`src/rxcfg_defines.vh`:
```
// register offsets, field positions, reset values and timing for the receive config bank
`ifndef RXCFG_DEFINES_VH
`define RXCFG_DEFINES_VH
// ====================================================
// register spaces and offsets
`define RXCFG_SPACE_A 1'h0
`define RXCFG_SPACE_B 1'h1
`define RXCFG_OFS_SST 6'h06
`define RXCFG_OFS_RCF 6'h0B
`define RXCFG_OFS_DSG 6'h0C
// ====================================================
// reset values
`define RXCFG_RST_SST 8'h00
`define RXCFG_RST_RCF 8'h00
`define RXCFG_RST_DSG 8'h2C
`define RXCFG_SST_MASK 8'h1F
// ====================================================
// receive_channel_filter_cfg fields
`define RXCFG_RCF_CHOICE 7
`define RXCFG_RCF_LP_HI 6
`define RXCFG_RCF_LP_LO 4
`define RXCFG_RCF_ZERO_HI 3
// ====================================================
// demod_squelch_gain_cfg fields
`define RXCFG_DSG_DEMOD_MODE 7
`define RXCFG_DSG_AMD_SEL 6
`define RXCFG_DSG_SQ_DYN 5
`define RXCFG_DSG_SQ_RATIO 4
`define RXCFG_DSG_AGC_EN 3
`define RXCFG_DSG_AGC_MODE 2
`define RXCFG_DSG_AGC_ALG 1
`define RXCFG_DSG_AGC_RATIO 0
// ====================================================
// timing
`define RXCFG_CLK_PERIOD_PS 10000
`define RXCFG_SQ_DELAY_PS 18880000
`define RXCFG_SQ_DELAY_CYC ((`RXCFG_SQ_DELAY_PS + `RXCFG_CLK_PERIOD_PS - 1) / `RXCFG_CLK_PERIOD_PS)
`define RXCFG_AGC_PULSES 8
`endif

```
`src/rxcfg_regs.v`:
```
// receive path configuration registers with subcarrier, squelch and gain control logic
//
// Contract
// five-bit start time in quarter etu, 0 to 7.75, type-B 106k only
// subcarrier earlier than start time after timer expiry raises soft error
// with suppression on, early frame is discarded and restart raised instead
// channel bit picks AM or PM, single channel or manual framing channel
// lowpass field and four zero bits forwarded unchanged to the filter
// demodulator bit picks AM/PM or I/Q; I/Q needs mixer selected
// AM demodulator bit: peak detector at 0, mixer at 1, reset 0
// dynamic squelch on 18.88 us after transmit, off at squelch time
// squelch ratio bit: trigger at 1 or 6/3 of digitizing threshold
// host should pick ratio 6/3 for fast correlator, 1 elsewhere
// gain control enable and mode: first eight pulses or whole reception
// gain algorithm bit: preset at 0, reset at 1
// host should pick preset algorithm for short start-of-frame protocols
// gain ratio bit: trigger at 3 or 6 times minimum level
// suppression enable input: off at 0, on at 1
// start register bits 7 to 5 read zero, ignore writes
// reset values 0x00, 0x00 and 0x2C
`timescale 1ns/1ps
`default_nettype none
`include "rxcfg_defines.vh"
module rxcfg_regs #(
  parameter SQ_DELAY_CYC = `RXCFG_SQ_DELAY_CYC,
  parameter AGC_PULSES = `RXCFG_AGC_PULSES
) (
  // clock, reset, enable
  input wire clk_sys,
  input wire nrst,
  input wire ce,
  // host register port
  input wire host_space,
  input wire [5:0] host_addr,
  input wire host_wr,
  input wire [7:0] host_wdata,
  input wire host_rd,
  output reg [7:0] host_rdata_q,
  // receive events and status
  input wire emd_en,
  input wire proto_b106,
  input wire mrt_expired,
  input wire qetu_tick,
  input wire sc_detect,
  input wire tx_end,
  input wire mask_receive_timer_at_sqt,
  input wire rx_start,
  input wire rx_end,
  input wire sc_pulse,
  input wire am_chan_en,
  input wire pm_chan_en,
  input wire manual_sel,
  input wire auto_pick_pm,
  // subcarrier check results
  output wire soft_err_irq_q,
  output wire restart_irq_q,
  output wire frame_discard_q,
  // channel and filter settings
  output reg am_path_on_q,
  output reg pm_path_on_q,
  output reg framing_pm_q,
  output reg [2:0] lowpass_q,
  output reg [3:0] zero_setting_q,
  // demodulator
  output reg iq_mode_q,
  output reg amd_mixer_q,
  output reg demod_cfg_err_q,
  // squelch
  output wire squelch_on_q,
  output reg squelch_ratio63_q,
  // gain control
  output reg agc_active_q,
  output reg agc_reset_alg_q,
  output reg gain_control_ratio_q
);
  localparam PW = 4;
  localparam [PW-1:0] PULSE_LAST = AGC_PULSES - 1;

  reg [7:0] sst_q;
  reg [7:0] rcf_q;
  reg [7:0] dsg_q;
  reg [PW-1:0] pcnt_q;
  reg [7:0] rdata_d;
  wire hit_sst;
  wire hit_rcf;
  wire hit_dsg;
  wire both_en;
  wire one_en;
  wire choice;

  // ====================================================
  // address decode
  assign hit_sst = (host_space == `RXCFG_SPACE_B) && (host_addr == `RXCFG_OFS_SST);
  assign hit_rcf = (host_space == `RXCFG_SPACE_A) && (host_addr == `RXCFG_OFS_RCF);
  assign hit_dsg = (host_space == `RXCFG_SPACE_A) && (host_addr == `RXCFG_OFS_DSG);

  // ====================================================
  // register writes
  always @(posedge clk_sys) begin
    if (!nrst) begin
      sst_q <= `RXCFG_RST_SST;
      rcf_q <= `RXCFG_RST_RCF;
      dsg_q <= `RXCFG_RST_DSG;
    end else if (ce && host_wr) begin
      if (hit_sst) begin
        sst_q <= host_wdata & `RXCFG_SST_MASK;
      end
      if (hit_rcf) begin
        rcf_q <= host_wdata;
      end
      if (hit_dsg) begin
        dsg_q <= host_wdata;
      end
    end
  end

  // ====================================================
  // register reads, unmapped addresses return zero
  always @* begin
    rdata_d = 8'h00;
    if (hit_sst) begin
      rdata_d = sst_q & `RXCFG_SST_MASK;
    end else if (hit_rcf) begin
      rdata_d = rcf_q;
    end else if (hit_dsg) begin
      rdata_d = dsg_q;
    end
  end

  always @(posedge clk_sys) begin
    if (!nrst) begin
      host_rdata_q <= 8'h00;
    end else if (ce && host_rd) begin
      host_rdata_q <= rdata_d;
    end
  end

  // ====================================================
  // subcarrier start time check
  rxcfg_sst_chk #(
    .CW(5)
  ) u_sst (
    .clk_sys(clk_sys),
    .nrst(nrst),
    .ce(ce),
    .sst_val(sst_q[4:0]),
    .proto_b106(proto_b106),
    .emd_en(emd_en),
    .mrt_expired(mrt_expired),
    .qetu_tick(qetu_tick),
    .sc_detect(sc_detect),
    .soft_err_q(soft_err_irq_q),
    .restart_q(restart_irq_q),
    .discard_q(frame_discard_q)
  );

  // ====================================================
  // dynamic squelch
  rxcfg_squelch #(
    .DELAY_CYC(SQ_DELAY_CYC),
    .CW(12)
  ) u_sq (
    .clk_sys(clk_sys),
    .nrst(nrst),
    .ce(ce),
    .dyn_en(dsg_q[`RXCFG_DSG_SQ_DYN]),
    .tx_end(tx_end),
    .mrt_at_sqt(mask_receive_timer_at_sqt),
    .squelch_q(squelch_on_q)
  );

  // ====================================================
  // channel selection
  assign both_en = am_chan_en && pm_chan_en;
  assign one_en = am_chan_en ^ pm_chan_en;
  assign choice = rcf_q[`RXCFG_RCF_CHOICE];

  always @(posedge clk_sys) begin
    if (!nrst) begin
      am_path_on_q <= 1'b0;
      pm_path_on_q <= 1'b0;
      framing_pm_q <= 1'b0;
    end else if (ce) begin
      if (both_en) begin
        am_path_on_q <= 1'b1;
        pm_path_on_q <= 1'b1;
        // automatic mode leaves the pick to the decoder
        framing_pm_q <= manual_sel ? choice : auto_pick_pm;
      end else if (one_en) begin
        am_path_on_q <= ~choice;
        pm_path_on_q <= choice;
        framing_pm_q <= choice;
      end else begin
        am_path_on_q <= 1'b0;
        pm_path_on_q <= 1'b0;
        framing_pm_q <= 1'b0;
      end
    end
  end

  // ====================================================
  // filter, demodulator and trigger settings
  always @(posedge clk_sys) begin
    if (!nrst) begin
      lowpass_q <= 3'h0;
      zero_setting_q <= 4'h0;
      iq_mode_q <= 1'b0;
      amd_mixer_q <= 1'b0;
      demod_cfg_err_q <= 1'b0;
      squelch_ratio63_q <= 1'b0;
      agc_reset_alg_q <= 1'b0;
      gain_control_ratio_q <= 1'b0;
    end else if (ce) begin
      lowpass_q <= rcf_q[`RXCFG_RCF_LP_HI:`RXCFG_RCF_LP_LO];
      zero_setting_q <= rcf_q[`RXCFG_RCF_ZERO_HI:0];
      amd_mixer_q <= dsg_q[`RXCFG_DSG_AMD_SEL];
      // I/Q without the mixer is refused and flagged
      iq_mode_q <= dsg_q[`RXCFG_DSG_DEMOD_MODE] & dsg_q[`RXCFG_DSG_AMD_SEL];
      demod_cfg_err_q <= dsg_q[`RXCFG_DSG_DEMOD_MODE] & ~dsg_q[`RXCFG_DSG_AMD_SEL];
      squelch_ratio63_q <= dsg_q[`RXCFG_DSG_SQ_RATIO];
      agc_reset_alg_q <= dsg_q[`RXCFG_DSG_AGC_ALG];
      gain_control_ratio_q <= dsg_q[`RXCFG_DSG_AGC_RATIO];
    end
  end

  // ====================================================
  // gain control window
  always @(posedge clk_sys) begin
    if (!nrst) begin
      agc_active_q <= 1'b0;
      pcnt_q <= {PW{1'b0}};
    end else if (ce) begin
      if (!dsg_q[`RXCFG_DSG_AGC_EN]) begin
        agc_active_q <= 1'b0;
      end else if (rx_start) begin
        agc_active_q <= 1'b1;
        pcnt_q <= {PW{1'b0}};
      end else if (rx_end) begin
        agc_active_q <= 1'b0;
      end else if (agc_active_q && sc_pulse && !dsg_q[`RXCFG_DSG_AGC_MODE]) begin
        if (pcnt_q == PULSE_LAST) begin
          agc_active_q <= 1'b0;
        end
        pcnt_q <= pcnt_q + {{(PW-1){1'b0}}, 1'b1};
      end
    end
  end
endmodule // rxcfg_regs
`default_nettype wire

```
`src/rxcfg_sst_chk.v`:
```
// subcarrier start time check after mask receive timer expiry
`timescale 1ns/1ps
`default_nettype none
module rxcfg_sst_chk #(
  parameter CW = 5
) (
  // clock and reset
  input wire clk_sys,
  input wire nrst,
  input wire ce,
  // settings
  input wire [CW-1:0] sst_val,
  input wire proto_b106,
  input wire emd_en,
  // receive events
  input wire mrt_expired,
  input wire qetu_tick,
  input wire sc_detect,
  // results
  output reg soft_err_q,
  output reg restart_q,
  output reg discard_q
);
  reg armed_q;
  reg [CW-1:0] cnt_q;
  wire early;
  // ====================================================
  // quarter etu counter, saturating so a late subcarrier never wraps to early
  assign early = cnt_q < sst_val;
  always @(posedge clk_sys) begin
    if (!nrst) begin
      armed_q <= 1'b0;
      cnt_q <= {CW{1'b0}};
      soft_err_q <= 1'b0;
      restart_q <= 1'b0;
      discard_q <= 1'b0;
    end else if (ce) begin
      soft_err_q <= 1'b0;
      restart_q <= 1'b0;
      discard_q <= 1'b0;
      if (mrt_expired) begin
        armed_q <= proto_b106;
        cnt_q <= {CW{1'b0}};
      end else if (armed_q && sc_detect) begin
        armed_q <= 1'b0;
        if (early && emd_en) begin
          restart_q <= 1'b1;
          discard_q <= 1'b1;
        end else if (early) begin
          soft_err_q <= 1'b1;
        end
      end else if (armed_q && qetu_tick && cnt_q != {CW{1'b1}}) begin
        cnt_q <= cnt_q + {{(CW-1){1'b0}}, 1'b1};
      end
    end
  end
endmodule // rxcfg_sst_chk
`default_nettype wire

```
`src/rxcfg_squelch.v`:
```
// dynamic squelch window after end of transmission
`timescale 1ns/1ps
`default_nettype none
module rxcfg_squelch #(
  parameter DELAY_CYC = 1888,
  parameter CW = 12
) (
  // clock and reset
  input wire clk_sys,
  input wire nrst,
  input wire ce,
  // control and events
  input wire dyn_en,
  input wire tx_end,
  input wire mrt_at_sqt,
  // result
  output reg squelch_q
);
  localparam ST_IDLE = 2'b00;
  localparam ST_WAIT = 2'b01;
  localparam ST_ON = 2'b10;
  localparam [CW-1:0] LAST = DELAY_CYC - 1;
  reg [1:0] st_q;
  reg [CW-1:0] cnt_q;
  // ====================================================
  // state machine
  always @(posedge clk_sys) begin
    if (!nrst) begin
      st_q <= ST_IDLE;
      cnt_q <= {CW{1'b0}};
      squelch_q <= 1'b0;
    end else if (ce) begin
      if (!dyn_en) begin
        st_q <= ST_IDLE;
        squelch_q <= 1'b0;
      end else if (tx_end) begin
        st_q <= ST_WAIT;
        cnt_q <= {CW{1'b0}};
        squelch_q <= 1'b0;
      end else begin
        case (st_q)
          ST_WAIT: begin
            if (mrt_at_sqt) begin
              st_q <= ST_IDLE;
            end else if (cnt_q == LAST) begin
              st_q <= ST_ON;
              squelch_q <= 1'b1;
            end else begin
              cnt_q <= cnt_q + {{(CW-1){1'b0}}, 1'b1};
            end
          end
          ST_ON: begin
            if (mrt_at_sqt) begin
              st_q <= ST_IDLE;
              squelch_q <= 1'b0;
            end
          end
          default: begin
            st_q <= ST_IDLE;
            squelch_q <= 1'b0;
          end
        endcase
      end
    end
  end
endmodule // rxcfg_squelch
`default_nettype wire

```
`config.mk`:
```
export PLATFORM = sky130hd
export DESIGN_NAME = rxcfg_regs
export DESIGN_NICKNAME = d
export VERILOG_FILES = /design/src/rxcfg_regs.v /design/src/rxcfg_sst_chk.v /design/src/rxcfg_squelch.v
export VERILOG_INCLUDE_DIRS = /design/src
export SDC_FILE = /design/constraint.sdc
export NUM_CORES = 1
export LEC_CHECK = 0
export BUFFER_PORTS_ARGS = -buffer_cell sky130_fd_sc_hd__buf_2
export CAP_MARGIN = 20
export CORE_ASPECT_RATIO = 0.5
export CORE_MARGIN = 1
export CORE_UTILIZATION = 45
export CTS_CLUSTER_DIAMETER = 150
export DETAILED_ROUTE_END_ITERATION = 16
export PLACE_DENSITY_LB_ADDON = 0.1
export SLEW_MARGIN = 10
export SYNTH_ARGS = -nofsm -noshare
export SYNTH_HDL_FRONTEND = slang
export SYNTH_SLANG_ARGS = --single-unit
```
`constraint.sdc`:
```
create_clock -name clk_sys -period 3 [get_ports clk_sys]
set_input_delay 0.3 -clock clk_sys [delete_from_list [all_inputs] [get_ports clk_sys]]
set_output_delay 0.3 -clock clk_sys [all_outputs]
set_load 0.01 [all_outputs]
```
==> results of run 1 <==
Yosys cell counts, types with 2 or more instances:
cell type,n
a21boi_0,4
a21boi_1,3
a21oi_1,17
a22oi_1,10
a31oi_1,6
and2_1,4
and3_1,4
buf_2,4
buf_4,2
clkbuf_1,15
dfxtp_1,73
ha_1,9
inv_1,10
mux2i_1,36
nand2_1,21
nand2b_1,3
nand3_1,10
nand3b_1,3
nand4_1,4
nand4b_1,2
nor2_1,17
nor2b_1,39
nor3_1,6
nor3b_1,3
nor4b_1,2
nor4bb_1,3
o211a_1,5
o211ai_1,7
o21ai_0,20
o31ai_1,4
o41ai_1,4
or3_1,2
xor2_1,2
metrics by stage:
stage | hold slack [ns] | total power, W
detailed placement | 0.4756 | 0.001143
floorplan | 0.4039 | 0.001091
finish | 0.1950 | 0.002240
global route | 0.2038 | 0.002332
global placement | 0.4576 | 0.001139
CTS | 0.1862 | 0.002263
worst max path at each step:
| stage | to | slack (ns) | cells past startpoint | startpoint |
|---|---|---|---|---|
| floorplan | u_sst.cnt_q[3] | 1.16 | 7 | u_sst.cnt_q[0] |
| global placement | u_sq.cnt_q[8] | 0.88 | 6 | u_sq.cnt_q[0] |
| detailed placement | u_sq.cnt_q[8] | 0.77 | 6 | u_sq.cnt_q[0] |
| CTS | u_sq.cnt_q[8] | 0.76 | 6 | u_sq.cnt_q[0] |
| global route | u_sq.cnt_q[8] | 0.66 | 6 | u_sq.cnt_q[0] |
| finish | u_sq.cnt_q[8] | 0.76 | 6 | u_sq.cnt_q[0] |
routing by layer:
metal | share of wire | wire, um | vias to the layer above
li1 | - | - | 1458
met1 | 0.50 | 3842 | 1343
met2 | 0.44 | 3382 | 58
met3 | 0.044 | 339 | 6
met4 | 0.0072 | 55 | 0
met5 | 0 | 0 | -
flip-flops by register name, summed over array words and instances, names as in the netlist, 2 cells and up:
name            cells
u_sq.cnt_q         12
dsg_q               8
host_rdata_q        8
rcf_q               8
sst_q               5
u_sst.cnt_q         5
pcnt_q              4
zero_setting_q      4
lowpass_q           3
u_sq.st_q           2
cell type report:
cell class / instances / area [um^2] / area share
clock buffers: 11 / 232.7 / 0.05626
clock inverters: 5 / 80.08 / 0.01936
inverters: 10 / 37.54 / 0.009074
multi-input cells: 268 / 1872 / 0.4525
flip-flops and latches: 73 / 1461 / 0.3533
well taps: 96 / 120.1 / 0.02904
repair buffers: 65 / 332.8 / 0.08046
critical path, cell delays in order (launching register included):
cell     delay (ns)
dfxtp_1        0.39
ha_1           0.23
nand3_1        0.23
or4_4          0.52
o21ai_4        0.37
nor4_1         0.13
o221a_1        0.26
logic make-up after synthesis:
kind of cell,after synthesis
buf+inv,32
compound gates,86
mux,36
fa+ha+maj,9
flops,73
simple gates,134
xor+xnor,3
power by group:
group	switching (W)	internal [W]	total, W
registers	0.00000699	0.000981	0.000988
logic	0.0000774	0.0000568	0.000134
clock network	0.000391	0.000726	0.00112
total	0.000476	0.00176	0.00224
==> metrics, run 1 <==
DR pass1 iterations 4; clock latency on the worst-skew pair roughly 0.33 ns; reg-to-reg startpoint u_sq.cnt_q[0]; critical path data arrival time ~2.5 ns; Worst EP required about 3.2 ns; TNS Setup 0 ns; Synthesized Nets 416; worst min-delay path class in -> reg; post-synthesis mux area share 0.1037; largest net degree at the start of global routing 40; clock skew 0.006493 ns; Post-Synth Adder-Cell Area 0.03242; HP Start emd_en; Max-Cap Viols 0; Top FF cell, synth dfxtp_1; cell taking the most area after synthesis dfxtp_1; Total Routing Usage GR 0.2040; initial core utilization 0.4691; Post-Syn Area per Cell 9.312 um^2; Synth Area in XOR/XNOR 0.007565; post-synthesis sequential area ratio 0.4207; Rows 22; Inst Count DP 512; Util after Layout 0.5586; P&R area growth vs syn 19.09%; RePlAce Congestion ~0.78; ANT nets after route 0; Worst Path Max Fanout 15; full die area ~8000 um^2; post-CTS sizing 0; pre-CTS WS ~0.77 ns; Setup crit end kind register; Worst Hold End u_sst.soft_err_q; Yosys cell types 52; Clock transition at path regs ~0.050 ns; met2 Track Usage GR 0.3308; RSZ-0062 raised after global routing no; # IOs 63; n_diodes 0; grt total ovfl 0; Clock Sinks between 70 and 80; initial antenna violation count 0; via count about 2900; largest family of logic cells by synthesized area simple AND/OR/NAND/NOR gates; busiest grt layer met2; Syn Std Cell Area 3473 um^2; kind of critical path reg -> reg; Post-Synthesis Cells between 300 and 400; CP Launch Type register; first-pass GRT wire length 12720 um; commonest cells after routing, fill and taps aside dfxtp_1, buf_2, nor2b_1; largest cells by area after synthesis dfxtp_1, mux2i_1, nor2b_1; grt met1 use 0.2595; Slew @ Worst Pin about 0.66 ns; Post-CTS Hold Buffers 0; hpwl dp 5438 um; status complete, no violations; Clock Tree Buf Depth 2; root buffer cell clkbuf_16; NumNets Final 470; Post-DP Area roughly 3800 um^2; post-CTS setup buffer count 0; relative slew slack 0.5551; Synthesis Warnings 0; final worst slack around 0.76 ns; post-synth top area share 0.4207; final hold vios 0; post-synthesis compound-gate area fraction 0.1679; final non-filler cell total roughly 530; Die W 126.2 um; layout cells sized above 1 0.1991; Via density approximately 5.4; VDD IR max around 0.00030 V; fin crit period between 2 and 2.5 ns; Final Cell Area approximately 4100 um^2; Post-synth EDFFs 0; Port-buffer cells 62; Hold Path Depth 2; CTS Buf Count 9; reg2reg end u_sq.cnt_q[8]; Final period util 0.7483; leakage power approximately 1.6 nW; reg2reg path depth 6; most common cell after layout, fill and taps aside dfxtp_1; R2R setup slack around 0.76 ns; drt total wl approximately 7600 um; vias in the first global route 2643; Chip Height 64.13 um; async set-or-reset flop fraction in the synthesized netlist 0; Fill cells between 600 and 700; PwrDens between 500 and 600 nW/um^2; DR DRC count 0; TritonCTS clock tree built; DRT iter0 DRCs 136; met3 Use GR 0.07286; Setup violations, final 0; CORE AREA 7405 um^2; H-tree depth 3; Post-Synth Simple-Gate Area 0.2273; max-slew violation count 0; post-synthesis register bit count 73; WL/cell roughly 14 um; Max Fclk roughly 450 MHz
Power figures use the tool's default switching activity.
==> run 2: changes to the inputs <==
--- a/config.mk
+++ b/config.mk
@@ -6,6 +6,7 @@
 export SDC_FILE = /design/constraint.sdc
 export NUM_CORES = 1
 export LEC_CHECK = 0
+export ABC_AREA = 1
 export BUFFER_PORTS_ARGS = -buffer_cell sky130_fd_sc_hd__buf_2
 export CAP_MARGIN = 20
 export CORE_ASPECT_RATIO = 0.5
==> constraint.sdc (replaced) <==
create_clock -name clk_sys -period 2.2 [get_ports clk_sys]
set_input_delay 0.22 -clock clk_sys [delete_from_list [all_inputs] [get_ports clk_sys]]
set_output_delay 0.22 -clock clk_sys [all_outputs]
set_load 0.01 [all_outputs]
==> metrics, run 2 <==
post-synthesis sequential area ratio 0.3995; hold slack 0.1554 ns; largest net degree at the start of global routing 37; H-tree depth 3; post-synthesis register bit count 73; Clock Sinks 73; critical path data arrival time about 1.9 ns; Total Routing Usage GR 0.2283; Worst EP required ~2.4 ns; internal cell power ~0.0023 W; layout cells sized above 1 0.1664; combinational power share 0.091; hpwl dp around 6400 um; CP Launch Type register; leakage power approximately 1.9 nW; max-slew violation count 0; Chip Height between 60 and 70 um; root buffer cell clkbuf_16; Post-Synthesis Cells approximately 530; initial antenna violation count 0; Max-Cap Viols 0; largest cells by area after synthesis dfxtp_1, nand2_1, a21oi_1; R2R setup slack ~0.5 ns; Inst Count DP 690; first-pass GRT wire length 15040 um; ANT nets after route 0; Setup crit end u_sq.st_q[0]; drt total wl approximately 9000 um; Via density a little over 5; fin crit period roughly 1.7 ns; Setup crit end kind register; CORE AREA roughly 7600 um^2; DR pass1 iterations 4; Slew @ Worst Pin 0.5377 ns; largest reg by FF count u_sq.cnt_q; full die area between 8000 and 9000 um^2; top cells by count, synth nand2_1, dfxtp_1, a21oi_1, inv_1, nor2_1; post-CTS setup buffer count 0; Synthesis Warnings 0; Clk pwr share 0.454; grt total ovfl 0; vias in the first global route 3257; commonest cells after routing, fill and taps aside nand2_1, dfxtp_1, a21oi_1; TNS Setup 0 ns; RePlAce Congestion between 0.8 and 0.9; clock skew between 0.002 and 0.003 ns; delay-heaviest family, CP simple AND/OR/NAND/NOR gates; async set-or-reset flop fraction in the synthesized netlist 0; slowest CP cell dfxtp_1; Post-synth EDFFs 0; NumNets Final around 640; Setup violations, final 0; Top FF cell, synth dfxtp_1; worst min-delay path class in -> reg; critical-path cell list ha_1, nand2_2, nor2_4, nand3_1, nand2_1, nand2_2, nand2_1, nand2_1, nand2_1, nor2_1; CP Depth 10; crit path buf inv count 0; post-synth top area share 0.3995; Final period util 0.7701; clock latency on the worst-skew pair roughly 0.33 ns; slowest stage delay, CP between 0.3 and 0.4 ns; top-count cell post-synth nand2_1; final non-filler cell total approximately 700; Switch Pwr approximately 0.00072 W; Rows 22; relative slew slack 0.6410; final hold vios 0; Syn Std Cell Area approximately 3700 um^2; Flop pwr share 0.455; post-CTS sizing 0; VDD IR max around 0.00044 V; TritonCTS clock tree built; DR DRC count 0; Port-buffer cells 62; Yosys cell types 34; Synthesized Nets approximately 580; HP Start host_wdata[6]; kind of critical path reg -> reg; # IOs between 60 and 70; Max Fclk a little under 600 MHz; most common cell after layout, fill and taps aside nand2_1; status complete, no violations; DRT iter0 DRCs 193; switch share 0.2388; P&R area growth vs syn 18.23%; number of flip-flops in the largest register 12; Setup crit start u_sq.cnt_q[0]; initial core utilization 0.4816; Clock transition at path regs about 0.050 ns; reg-to-reg startpoint u_sq.cnt_q[0]; Clock Tree Buf Depth 2; most frequent CP cell nand2_1; reg2reg path depth 10; overall power between 0.003 and 0.004 W; RSZ-0062 raised after global routing no; Post-CTS Hold Buffers 0; CTS Buf Count 9; n_diodes 0; reg2reg end u_sq.st_q[0]; PwrDens roughly 700 nW/um^2; via count roughly 3600; Die W approximately 130 um; cell taking the most area after synthesis dfxtp_1; Worst Path Max Fanout 20; Post-Syn Area per Cell between 6 and 7 um^2; WL/cell ~13 um
==> run 2: cells by family after synthesis <==
| logic type | after synthesis | synth area share |
|---|---|---|
| buf+inv | 82 | 0.09165 |
| fa+ha+maj | 9 | 0.03078 |
| flops | 73 | 0.3995 |
| compound gates | 115 | 0.1621 |
| simple gates | 252 | 0.3112 |
| xor+xnor | 2 | 0.004789 |
==> run 2: how the worst min path moves through the flow <==
stage | endpoint | cells after the start
after global routing | rcf_q[6] | 3
after detailed placement | dsg_q[2] | 2
final | rcf_q[6] | 3
after floorplan | rcf_q[0] | 2
after CTS | rcf_q[6] | 3
after global placement | dsg_q[2] | 2
==> run 2: worst register-to-register path: stages (launching register included) <==
cell and delay [ns]:
dfxtp_1 0.36, ha_1 0.21, nand2_2 0.10, nor2_4 0.16, nand3_1 0.09, nand2_1 0.08
nand2_2 0.26, nand2_1 0.14, nand2_1 0.06, nand2_1 0.06, nor2_1 0.03
==> run 2: through the flow <==
stage	instance area, um^2	setup slack [ns]	utilization
after detailed placement	4053	0.5286	0.5334
after CTS	4325	0.5166	0.5693
final	4325	0.5059	0.5693
after global placement	4053	0.5100	0.5334
after global routing	4325	0.2786	0.5693
after floorplan	3659	0.6860	-
==> run 2: power by group through the flow <==
stage / registers (W) / clock network [W] / logic [W]
final: 0.00138 / 0.00138 / 0.000276
after CTS: 0.00138 / 0.00140 / 0.000278
after detailed placement: 0.00141 / 0 / 0.000276
after floorplan: 0.00141 / 0 / 0.000168
after global routing: 0.00138 / 0.00146 / 0.000313
after global placement: 0.00141 / 0 / 0.000275
==> run 2: cell type report <==
| class | count | area, um^2 |
|---|---|---|
| Clock buffer | 9 | 225.2 |
| Multi-Input combinational cell | 378 | 1862 |
| Inverter | 63 | 239.0 |
| Tap cell | 108 | 135.1 |
| Clock inverter | 4 | 47.55 |
| Fill cell | 749 | 3272 |
| Timing Repair Buffer | 68 | 355.3 |
| Sequential cell | 73 | 1461 |
==> run 2: metal layers <==
layer | GRT usage | vias to the layer above | share of wire
met4 | 0.05669 | 0 | 0.0085
met2 | 0.3683 | 80 | 0.44
met3 | 0.06026 | 10 | 0.056
met1 | 0.3041 | 1600 | 0.50
met5 | 0 | - | 0
li1 | - | 1872 | -
